[config.mk]
export PLATFORM = sky130hd
export DESIGN_NAME = pwr_rate_map
export DESIGN_NICKNAME = d
export VERILOG_FILES = /design/src/hw/pwr_pkg.sv /design/src/hw/pwr_rate_map.sv
export SDC_FILE = /design/constraint.sdc
export NUM_CORES = 1
export LEC_CHECK = 0
export BUFFER_PORTS_ARGS = -buffer_cell sky130_fd_sc_hd__buf_2
export CORE_MARGIN = 1.5
export CORE_UTILIZATION = 53
export CTS_CLUSTER_SIZE = 12
export DETAILED_ROUTE_END_ITERATION = 8
export GPL_TIMING_DRIVEN = 0
export PLACE_DENSITY = 0.74
export SYNTH_ARGS = -nofsm -noshare
export SYNTH_HDL_FRONTEND = slang
export SYNTH_SLANG_ARGS = --single-unit
[constraint.sdc]
create_clock -name clk_sys -period 16.3 [get_ports clk_sys]
set_clock_uncertainty 0.15 [all_clocks]
set_input_delay 2.445 -clock clk_sys [delete_from_list [all_inputs] [get_ports clk_sys]]
set_output_delay 2.445 -clock clk_sys [all_outputs]
set_load 0.02 [all_outputs]
[src/hw/pwr_pkg.sv]
package pwr_pkg;

  // ----------------------------------------------------------------
  // Clock and timing.
  // ----------------------------------------------------------------
  // System clock rate in hertz.
  localparam int CLK_HZ = 20_000_000;
  // Output rates in hertz, indexed by the rate select code.
  localparam int RATE0_HZ = 22500;
  localparam int RATE1_HZ = 96;
  localparam int RATE2_HZ = 84;
  localparam int RATE3_HZ = 72;
  localparam int RATE4_HZ = 60;
  localparam int RATE5_HZ = 48;
  localparam int RATE6_HZ = 36;
  localparam int RATE7_HZ = 12;
  // Slices per output period for the fine high rate map and for the low rate map.
  localparam int DIV_FINE = 16;
  localparam int DIV_LOW = 28;
  // Cycles per slice at the high rate, rounded down so the rate never falls short.
  localparam int SLICE_HI_FINE = CLK_HZ / (RATE0_HZ * DIV_FINE);
  localparam int SLICE_HI_LOW = CLK_HZ / (RATE0_HZ * DIV_LOW);

  // ----------------------------------------------------------------
  // Register map.
  // ----------------------------------------------------------------
  // Offset of the rate and map control register.
  localparam logic [7:0] CTRL_ADDR = 8'hCF;
  // Reset value of the control register.
  localparam logic [7:0] CTRL_RESET = 8'h00;
  // Field positions.
  localparam int RATE_LSB = 0;
  localparam int RATE_MSB = 2;
  localparam int MAP_BIT = 3;
  // Rate code that selects the high rate.
  localparam logic [2:0] RATE_HIGH_CODE = 3'h0;

  // ----------------------------------------------------------------
  // Duty steps.
  // ----------------------------------------------------------------
  // Highest table step; step zero means no request.
  localparam logic [3:0] STEP_MAX = 4'hD;
  // Fine map starts at four sixteenths for step one.
  localparam logic [4:0] FINE_OFFSET = 5'h03;
  // Low map starts at seven of twenty-eight for step one.
  localparam logic [4:0] LOW_OFFSET = 5'h06;
  // Last step of the even part of the low map, then the three coarse steps.
  localparam logic [3:0] LOW_LINEAR_LAST = 4'hA;
  localparam logic [4:0] LOW_STEP11 = 5'h14;
  localparam logic [4:0] LOW_STEP12 = 5'h18;
  localparam logic [4:0] LOW_STEP13 = 5'h1C;
  // Number of duty sources that may request a step.
  localparam int NUM_SRC = 8;

  // Whole state of the generator.
  typedef struct packed {
    logic [3:0] ctrl;
    logic [16:0] slice_cnt;
    logic [4:0] slice_idx;
    logic [4:0] num_lat;
    logic [4:0] div_lat;
    logic pwm;
    logic [7:0] rdata;
  } pwr_state_t;

endpackage

[src/hw/pwr_rate_map.sv]
`timescale 1ns/10ps
// Function
// - Control bits 2:0 set output rate.
// - Codes give 22500,96,84,72,60,48,36,12 Hz.
// - Bit 3 picks duty map at high rate.
// - Chosen map serves every duty source.
// - Map clear: 25% plus 6.25% per step.
// - Map set: low rate 28-slice map used.
// - Other rates always use low map.
// - Thirteen steps, last step is full duty.
module pwr_rate_map
  import pwr_pkg::*;
#(
  parameter int SLICE_R1 = CLK_HZ / (RATE1_HZ * DIV_LOW),
  parameter int SLICE_R2 = CLK_HZ / (RATE2_HZ * DIV_LOW),
  parameter int SLICE_R3 = CLK_HZ / (RATE3_HZ * DIV_LOW),
  parameter int SLICE_R4 = CLK_HZ / (RATE4_HZ * DIV_LOW),
  parameter int SLICE_R5 = CLK_HZ / (RATE5_HZ * DIV_LOW),
  parameter int SLICE_R6 = CLK_HZ / (RATE6_HZ * DIV_LOW),
  parameter int SLICE_R7 = CLK_HZ / (RATE7_HZ * DIV_LOW)
) (
  // Clock and reset.
  input wire logic clk_sys,
  input wire logic sys_rst,
  // Register port from the serial management interface.
  input wire logic [7:0] reg_addr,
  input wire logic reg_wr_en,
  input wire logic [7:0] reg_wr_data,
  output logic [7:0] reg_rd_data,
  // Duty requests: four tables, regulator ramp, hot ramp, spin-up, override.
  input wire logic [NUM_SRC*4-1:0] duty_step_req,
  // Fan output and status.
  output logic pwm_channel_two,
  output logic [3:0] duty_step_applied
);

  // ----------------------------------------------------------------
  // State.
  // ----------------------------------------------------------------
  pwr_state_t state_reg;
  pwr_state_t state_next;
  // Winning step among all requests, clamped to the table.
  logic [3:0] step_win;
  // Steps after clamping, one per source.
  logic [3:0] step_clamp [NUM_SRC];
  // Slices per period and high slices for the current settings.
  logic [4:0] div_cur;
  logic [4:0] num_cur;
  // Cycles per slice for the current rate.
  logic [16:0] slice_len;
  // Decoded control fields.
  logic [2:0] pwm_channel_two_rate_select;
  logic high_rate_duty_map_select;
  logic fine_map;

  assign pwm_channel_two_rate_select = state_reg.ctrl[RATE_MSB:RATE_LSB];
  assign high_rate_duty_map_select = state_reg.ctrl[MAP_BIT];

  // ----------------------------------------------------------------
  // Source clamping.
  // ----------------------------------------------------------------
  // Each source is clamped so an out of range value asks for full duty, not a wrap.
  genvar g;
  generate
    for (g = 0; g < NUM_SRC; g++) begin : g_clamp
      assign step_clamp[g] = (duty_step_req[g*4 +: 4] > STEP_MAX) ? STEP_MAX : duty_step_req[g*4 +: 4];
    end
  endgenerate

  // ----------------------------------------------------------------
  // Map selection.
  // ----------------------------------------------------------------
  // The largest request wins; the one map below then serves whichever source it was.
  always_comb begin
    step_win = 4'h0;
    for (int i = 0; i < NUM_SRC; i++) begin
      if (step_clamp[i] > step_win) begin
        step_win = step_clamp[i];
      end
    end
    // The map bit only counts at the high rate.
    fine_map = (pwm_channel_two_rate_select == RATE_HIGH_CODE) && !high_rate_duty_map_select;
    if (step_win == 4'h0) begin
      num_cur = 5'h00;
    end else if (fine_map) begin
      num_cur = {1'b0, step_win} + FINE_OFFSET;
    end else if (step_win <= LOW_LINEAR_LAST) begin
      num_cur = {1'b0, step_win} + LOW_OFFSET;
    end else if (step_win == 4'hB) begin
      num_cur = LOW_STEP11;
    end else if (step_win == 4'hC) begin
      num_cur = LOW_STEP12;
    end else begin
      num_cur = LOW_STEP13;
    end
    div_cur = fine_map ? 5'(DIV_FINE) : 5'(DIV_LOW);
  end

  // ----------------------------------------------------------------
  // Rate decode.
  // ----------------------------------------------------------------
  // Slice length per rate code; the divider keeps the duty grid exact at every rate.
  always_comb begin
    case (pwm_channel_two_rate_select)
      3'h0: slice_len = fine_map ? 17'(SLICE_HI_FINE) : 17'(SLICE_HI_LOW);
      3'h1: slice_len = 17'(SLICE_R1);
      3'h2: slice_len = 17'(SLICE_R2);
      3'h3: slice_len = 17'(SLICE_R3);
      3'h4: slice_len = 17'(SLICE_R4);
      3'h5: slice_len = 17'(SLICE_R5);
      3'h6: slice_len = 17'(SLICE_R6);
      default: slice_len = 17'(SLICE_R7);
    endcase
  end

  // ----------------------------------------------------------------
  // Next state.
  // ----------------------------------------------------------------
  // Duty and grid are latched at period start so a change never makes a runt pulse.
  always_comb begin
    state_next = state_reg;
    // Only the low nibble is writable; the upper bits are not stored at all.
    if (reg_wr_en && (reg_addr == CTRL_ADDR)) begin
      state_next.ctrl = reg_wr_data[3:0];
    end
    // Reads return the control nibble with zeros above.
    state_next.rdata = (reg_addr == CTRL_ADDR) ? {4'h0, state_reg.ctrl} : 8'h00;
    // Slice divider: one enable per slice.
    if (state_reg.slice_cnt + 17'h0_0001 >= slice_len) begin
      state_next.slice_cnt = 17'h0_0000;
      if (state_reg.slice_idx + 5'h01 >= state_reg.div_lat) begin
        // New period: take the current duty and grid.
        state_next.slice_idx = 5'h00;
        state_next.num_lat = num_cur;
        state_next.div_lat = div_cur;
      end else begin
        state_next.slice_idx = state_reg.slice_idx + 5'h01;
      end
    end else begin
      state_next.slice_cnt = state_reg.slice_cnt + 17'h0_0001;
    end
    // High for the first num slices of each period.
    state_next.pwm = state_next.slice_idx < state_next.num_lat;
    if (sys_rst) begin
      state_next = '0;
      state_next.ctrl = CTRL_RESET[3:0];
      state_next.div_lat = 5'(DIV_FINE);
    end
  end

  // ----------------------------------------------------------------
  // State register.
  // ----------------------------------------------------------------
  always_ff @(posedge clk_sys) begin
    state_reg <= state_next;
  end

  assign pwm_channel_two = state_reg.pwm;
  assign reg_rd_data = state_reg.rdata;
  assign duty_step_applied = step_win;
endmodule

# Word level (Yosys, flattened, before mapping)
# Cells that the tools add are included.
# totals
reg_bits,45
in_bits,51
out_inout_bits,13
wordCells,77
# classes
add_sub_neg,4
order_cmp,20
n_eq_ne,9
mux,27
bitwise,1
reduce_logical,8
# op_table
operator,n
$pmux W16 S7,1
$mux W4,18
$gt A4 B4 Y1 const B,8
$gt A4 B4 Y1,7
$mux W5,4
$add A17 B1 Y17 const B,1
$ge A17 B17 Y1,1
$mux W15,1
$mux W10,1
$eq A3 B3 Y1 const B,3
$eq A4 B4 Y1 const B,2
$eq A8 B8 Y1 const B,1
$eq A3 B2 Y1 const B,2
$mux W6,1
$add A4 B2 Y5 const B,1
$add A4 B3 Y5 const B,1
$add A5 B1 Y5 const B,1
$ge A5 B5 Y1,1
$lt A5 B5 Y1,1
$gt A4 B1 Y1 const B,1
$le A4 B4 Y1 const B,1
$logic_not A4 Y1,1
$reduce_or A2 Y1,2
$eq A3 B1 Y1 const B,1
other kinds (6),7

# Depth between registers and ports, before layout
# depth
ltp_word,27
ltp_mapped,69
ltp_nobuf,68

# Least setup slack after synthesis
# OpenSTA, ideal clock, no wires.
# synth_path
path_kind,in2out
from,input duty_step_req[5]
to,output duty_step_applied[0]
arrival_ns,13.098
t_required_ns,13.705
path_slack_ns,0.607
path_stages,55
path_cell_list,a21bo_2 > inv_1 > ha_1 > nor2b_1 > o221a_1 > a221o_1 > buf_6 > o21ai_0 > inv_1 > ha_1 > a41oi_1 > or3_1 > mux2i_1 > or3_1 > a21oi_1 > ha_1 > nand2_1 > or3_1 > [19 not listed] > inv_1 > ha_1 > nand2_1 > a31o_2 > a211oi_1 > o211ai_1 > o21ai_0 > inv_1 > ha_1 > nand4_1 > nor4_1 > a211oi_4 > o22ai_1 > a31oi_2 > and2_4 > buf_12 > a21oi_1 > inv_1
# synth_between
elab_chain_len,16
# synth_lines
item,line,text
"start, declared",pwr_rate_map.sv:31,"input wire logic [NUM_SRC*4-1:0] duty_step_req,"
$gt A4 B4 Y1,pwr_rate_map.sv:66,assign step_clamp[g] = (duty_step_req[g*4 +: 4] > STEP_MAX) ? STEP_MAX : duty_step_req[g*4 +: 4];
$mux W4 *,pwr_rate_map.sv:66,
$gt A4 B4 Y1,pwr_rate_map.sv:77,if (step_clamp[i] > step_win) begin
$mux W4 *,pwr_rate_map.sv:77,
$gt A4 B4 Y1,pwr_rate_map.sv:77,
$mux W4 *,pwr_rate_map.sv:77,
$gt A4 B4 Y1,pwr_rate_map.sv:77,
$mux W4 *,pwr_rate_map.sv:77,
$gt A4 B4 Y1,pwr_rate_map.sv:77,
$mux W4 *,pwr_rate_map.sv:77,
$gt A4 B4 Y1,pwr_rate_map.sv:77,
$mux W4 *,pwr_rate_map.sv:77,
$gt A4 B4 Y1,pwr_rate_map.sv:77,
$mux W4 *,pwr_rate_map.sv:77,
$gt A4 B4 Y1,pwr_rate_map.sv:77,
$mux W4 *,pwr_rate_map.sv:77,
"end, declared",pwr_rate_map.sv:34,output logic [3:0] duty_step_applied
# Every way passes the cells marked *; elsewhere a longest branch is shown, timed or not.

# Final worst setup path
# layout_path
from,input duty_step_req[6]
to,output duty_step_applied[2]
# Same word-level chain as after synthesis.

==> flow_metrics.py <==
metrics = {
    "global_routing": {
        "antenna_found_initial": 0,
        "grt_pass1_wl_um": 16600,
        "grt.total_usage_pct": 22.8,
        "overflow": 0,
        "first_global_vias": 3977,
        "grt_max_degree": 11,
    },
    "critical_path": {
        "arrival_ns": 13.41,
        "critPathLaunchType": "primary input",
        "end_kind": "primary output",
        "slowest_delay_ns": 0.42,
        "r2r-start": "pwm_channel_two_rate_select[0]",
        "critPathKind": "in2out",
        "path_delay_family": "compound AO/OA/AOI/OAI gates",
        "slowest_stage": "or3_4",
        "cp.required_ns": 13.71,
        "critPathMaxFanout": 7,
        "crit_top_cell": "a21oi_2",
        "startpoint": "duty_step_req[6]",
        "crit_buf_inv": 8,
    },
    "hold_path": {
        "min-delay-path-class": "reg2reg",
        "hp-start": "state_reg[15]",
    },
    "route": {
        "drc": 0,
        "dr_total_vias": 4412,
        "vias_per_cell": 5.87,
        "drtIter0Drc": 147,
        "postRouteAntennaNets": 0,
        "firstDrtPassIters": 4,
        "wire_per_inst_um": 14.1,
        "drt_wl_total_um": 10600,
    },
    "timing": {
        "tns_ns": 0,
        "period_minus_slack_ns": 16.00,
        "fin_ws_ns": 0.296,
        "setup_viol": 0,
        "fmax_mhz": 62.5,
        "max_slew.worst_pin.slew_ns": 0.963,
        "period_share_pct": 98.2,
        "hold_ws_ns": 0.314,
        "hold_violations": 0,
        "drv_slew": 0,
        "relSlewSlack_pct": 35.3,
    },
    "clocking": {
        "cts_root_buf": "clkbuf_8",
        "ctsHoldBuffers": 0,
        "cts_made_buffers": 5,
        "clockBufferDepth": 2,
        "cts.sinks": 37,
        "cts_tree": "built",
        "ctsHtreeMaxLevel": 2,
        "clk_latency_ns": 0.29,
        "cts.clk_slew.worst_paths_ns": 0.07,
    },
    "die": {
        "die_y_um": 93.1,
        "dieArea_mm2": 0.00866,
        "rows": 32,
        "die_x_um": 93.1,
        "initial_core_util_pct": 55.0,
        "coreArea_mm2": 0.00781,
        "pin_count": 64,
    },
    "synthesis": {
        "synth_top_cell_by_area": "dfxtp_1",
        "synth_edf_count": 0,
        "syn_area_per_cell_um2": 7.59,
        "synthArstFlopShare_pct": 0,
        "synth_cell_types": 87,
        "synth_area_leaders": "dfxtp_1 (17%), ha_1 (12%), nand2_1 (4.9%)",
        "synth_seq_cells": 37,
        "yosysWarnings": 0,
        "seq_area_frac_synth_pct": 17.2,
        "synth.top_cell.area_share_pct": 17.2,
        "synth_flop_cell": "dfxtp_1",
        "syn_area_mm2": 0.00430,
        "syn_inst": 566,
    },
    "pwr": {
        "leakagePower_nw": 2.18,
        "powerDensity_mw_per_mm2": 205,
        "ir_drop_mv": 0.308,
    },
    "finish": {
        "final_common_cell": "nand2_1",
        "drive_above_1_share_pct": 24.5,
        "largest_reg_flops": 28,
        "final_nets": 744,
        "diodes": 0,
        "fin_area_mm2": 0.00520,
        "area_growth_syn_to_layout_pct": 21.0,
        "layout_common_cells": "nand2_1 (56), buf_2 (54), nor2_1 (39), ha_1 (37), dfxtp_1 (37)",
        "fillCellCount": 697,
    },
    "placed_design": {
        "numPortBuffers": 52,
        "dp_hpwl_um": 7820,
        "gp_congestion": 0.923,
        "place_ws_ns": -1.18,
        "dpl-instance-area_mm2": 0.00470,
    },
    "run_status": {
        "outcome": "finished, final reports clean",
    },
    "run": {
        "drv_cap": 0,
    },
}
[synth_stat cells (6+ instances only)]
master / n
nor3_1: 12
nand3_1: 21
nand4_1: 13
xnor2_1: 15
clkbuf_1: 17
buf_4: 8
xor2_1: 9
mux2i_1: 10
a21oi_1: 31
nor2_1: 41
o21ai_0: 26
o21a_1: 8
o211ai_1: 6
nor2b_1: 26
or3_1: 8
a31oi_1: 17
nand2_1: 56
inv_1: 29
a211oi_1: 10
and2_1: 7
ha_1: 42
dfxtp_1: 37
[metal layers]
metal	global-route usage, %	vias up	part of all wire, %
met5	0	-	0
met4	5.68	0	1.1
met3	3.25	13	3.4
met2	40.7	86	51
met1	28.7	2058	45
li1	-	2255	-
[power breakdown]
group	internal (mW)	leakage [nW]	switching, mW
clock network	0.0281	0.0399	0.0308
registers	0.0915	0.299	0.000927
logic	0.413	1.85	0.499
total	0.533	2.18	0.531
[worst reg2reg max path: cells and delay by family, from the launching register on]
| family | cells | cell delay, ns |
|---|---|---|
| compound gates | 15 | 2.48 |
| simple gates | 9 | 1.00 |
| buf+inv | 3 | 0.89 |
| fa+ha+maj | 3 | 0.75 |
| flops | 1 | 0.40 |
[kinds of logic (layout without fill, tap and decap cells)]
family | after synthesis | in the layout | synth area share (%)
compound gates | 170 | 170 | 28.6
xor+xnor | 24 | 24 | 4.89
fa+ha+maj | 43 | 43 | 12.5
buf+inv | 61 | 141 | 6.70
flops | 37 | 37 | 17.2
mux | 18 | 18 | 4.86
other cells | 1 | 5 | 0.0873
simple gates | 212 | 212 | 25.1
[metrics by stage]
step | util [%] | instances | power [mW]
floorplan | - | 570 | 0.664
global placement | 60.2 | 724 | 0.776
detailed placement | 60.2 | 724 | 0.788
CTS | 62.5 | 736 | 0.899
global route | 66.6 | 752 | 1.14
finish | 66.6 | 752 | 1.06
[layout make-up]
type	count	area [µm²]	share of cell area [%]
clock inverter	1	5.00	0.0963
tap	102	128	2.45
clock buffer	5	68.8	1.32
inverter	31	119	2.29
sequential	37	741	14.2
buffer	30	169	3.25
timing repair buffer	74	425	8.18
multi-input combinational	472	3540	68.2
[final timing paths]
check / endpoint / cells after the start / slack, ns
max: duty_step_applied[2] / 58 / 0.30
min: state_reg[15] / 2 / 0.31
max reg2reg: pwm_channel_two / 30 / 10.58
min reg2reg: state_reg[15] / 2 / 0.31
[timing repair]
item,4_1_cts,5_1_grt
gates resized for setup,13,31
buffers inserted,6,16
endpoints found under the setup margin,5,5
endpoints found under the hold margin,0,0
pin swaps,4,13
(Power assumes the default switching activity.)
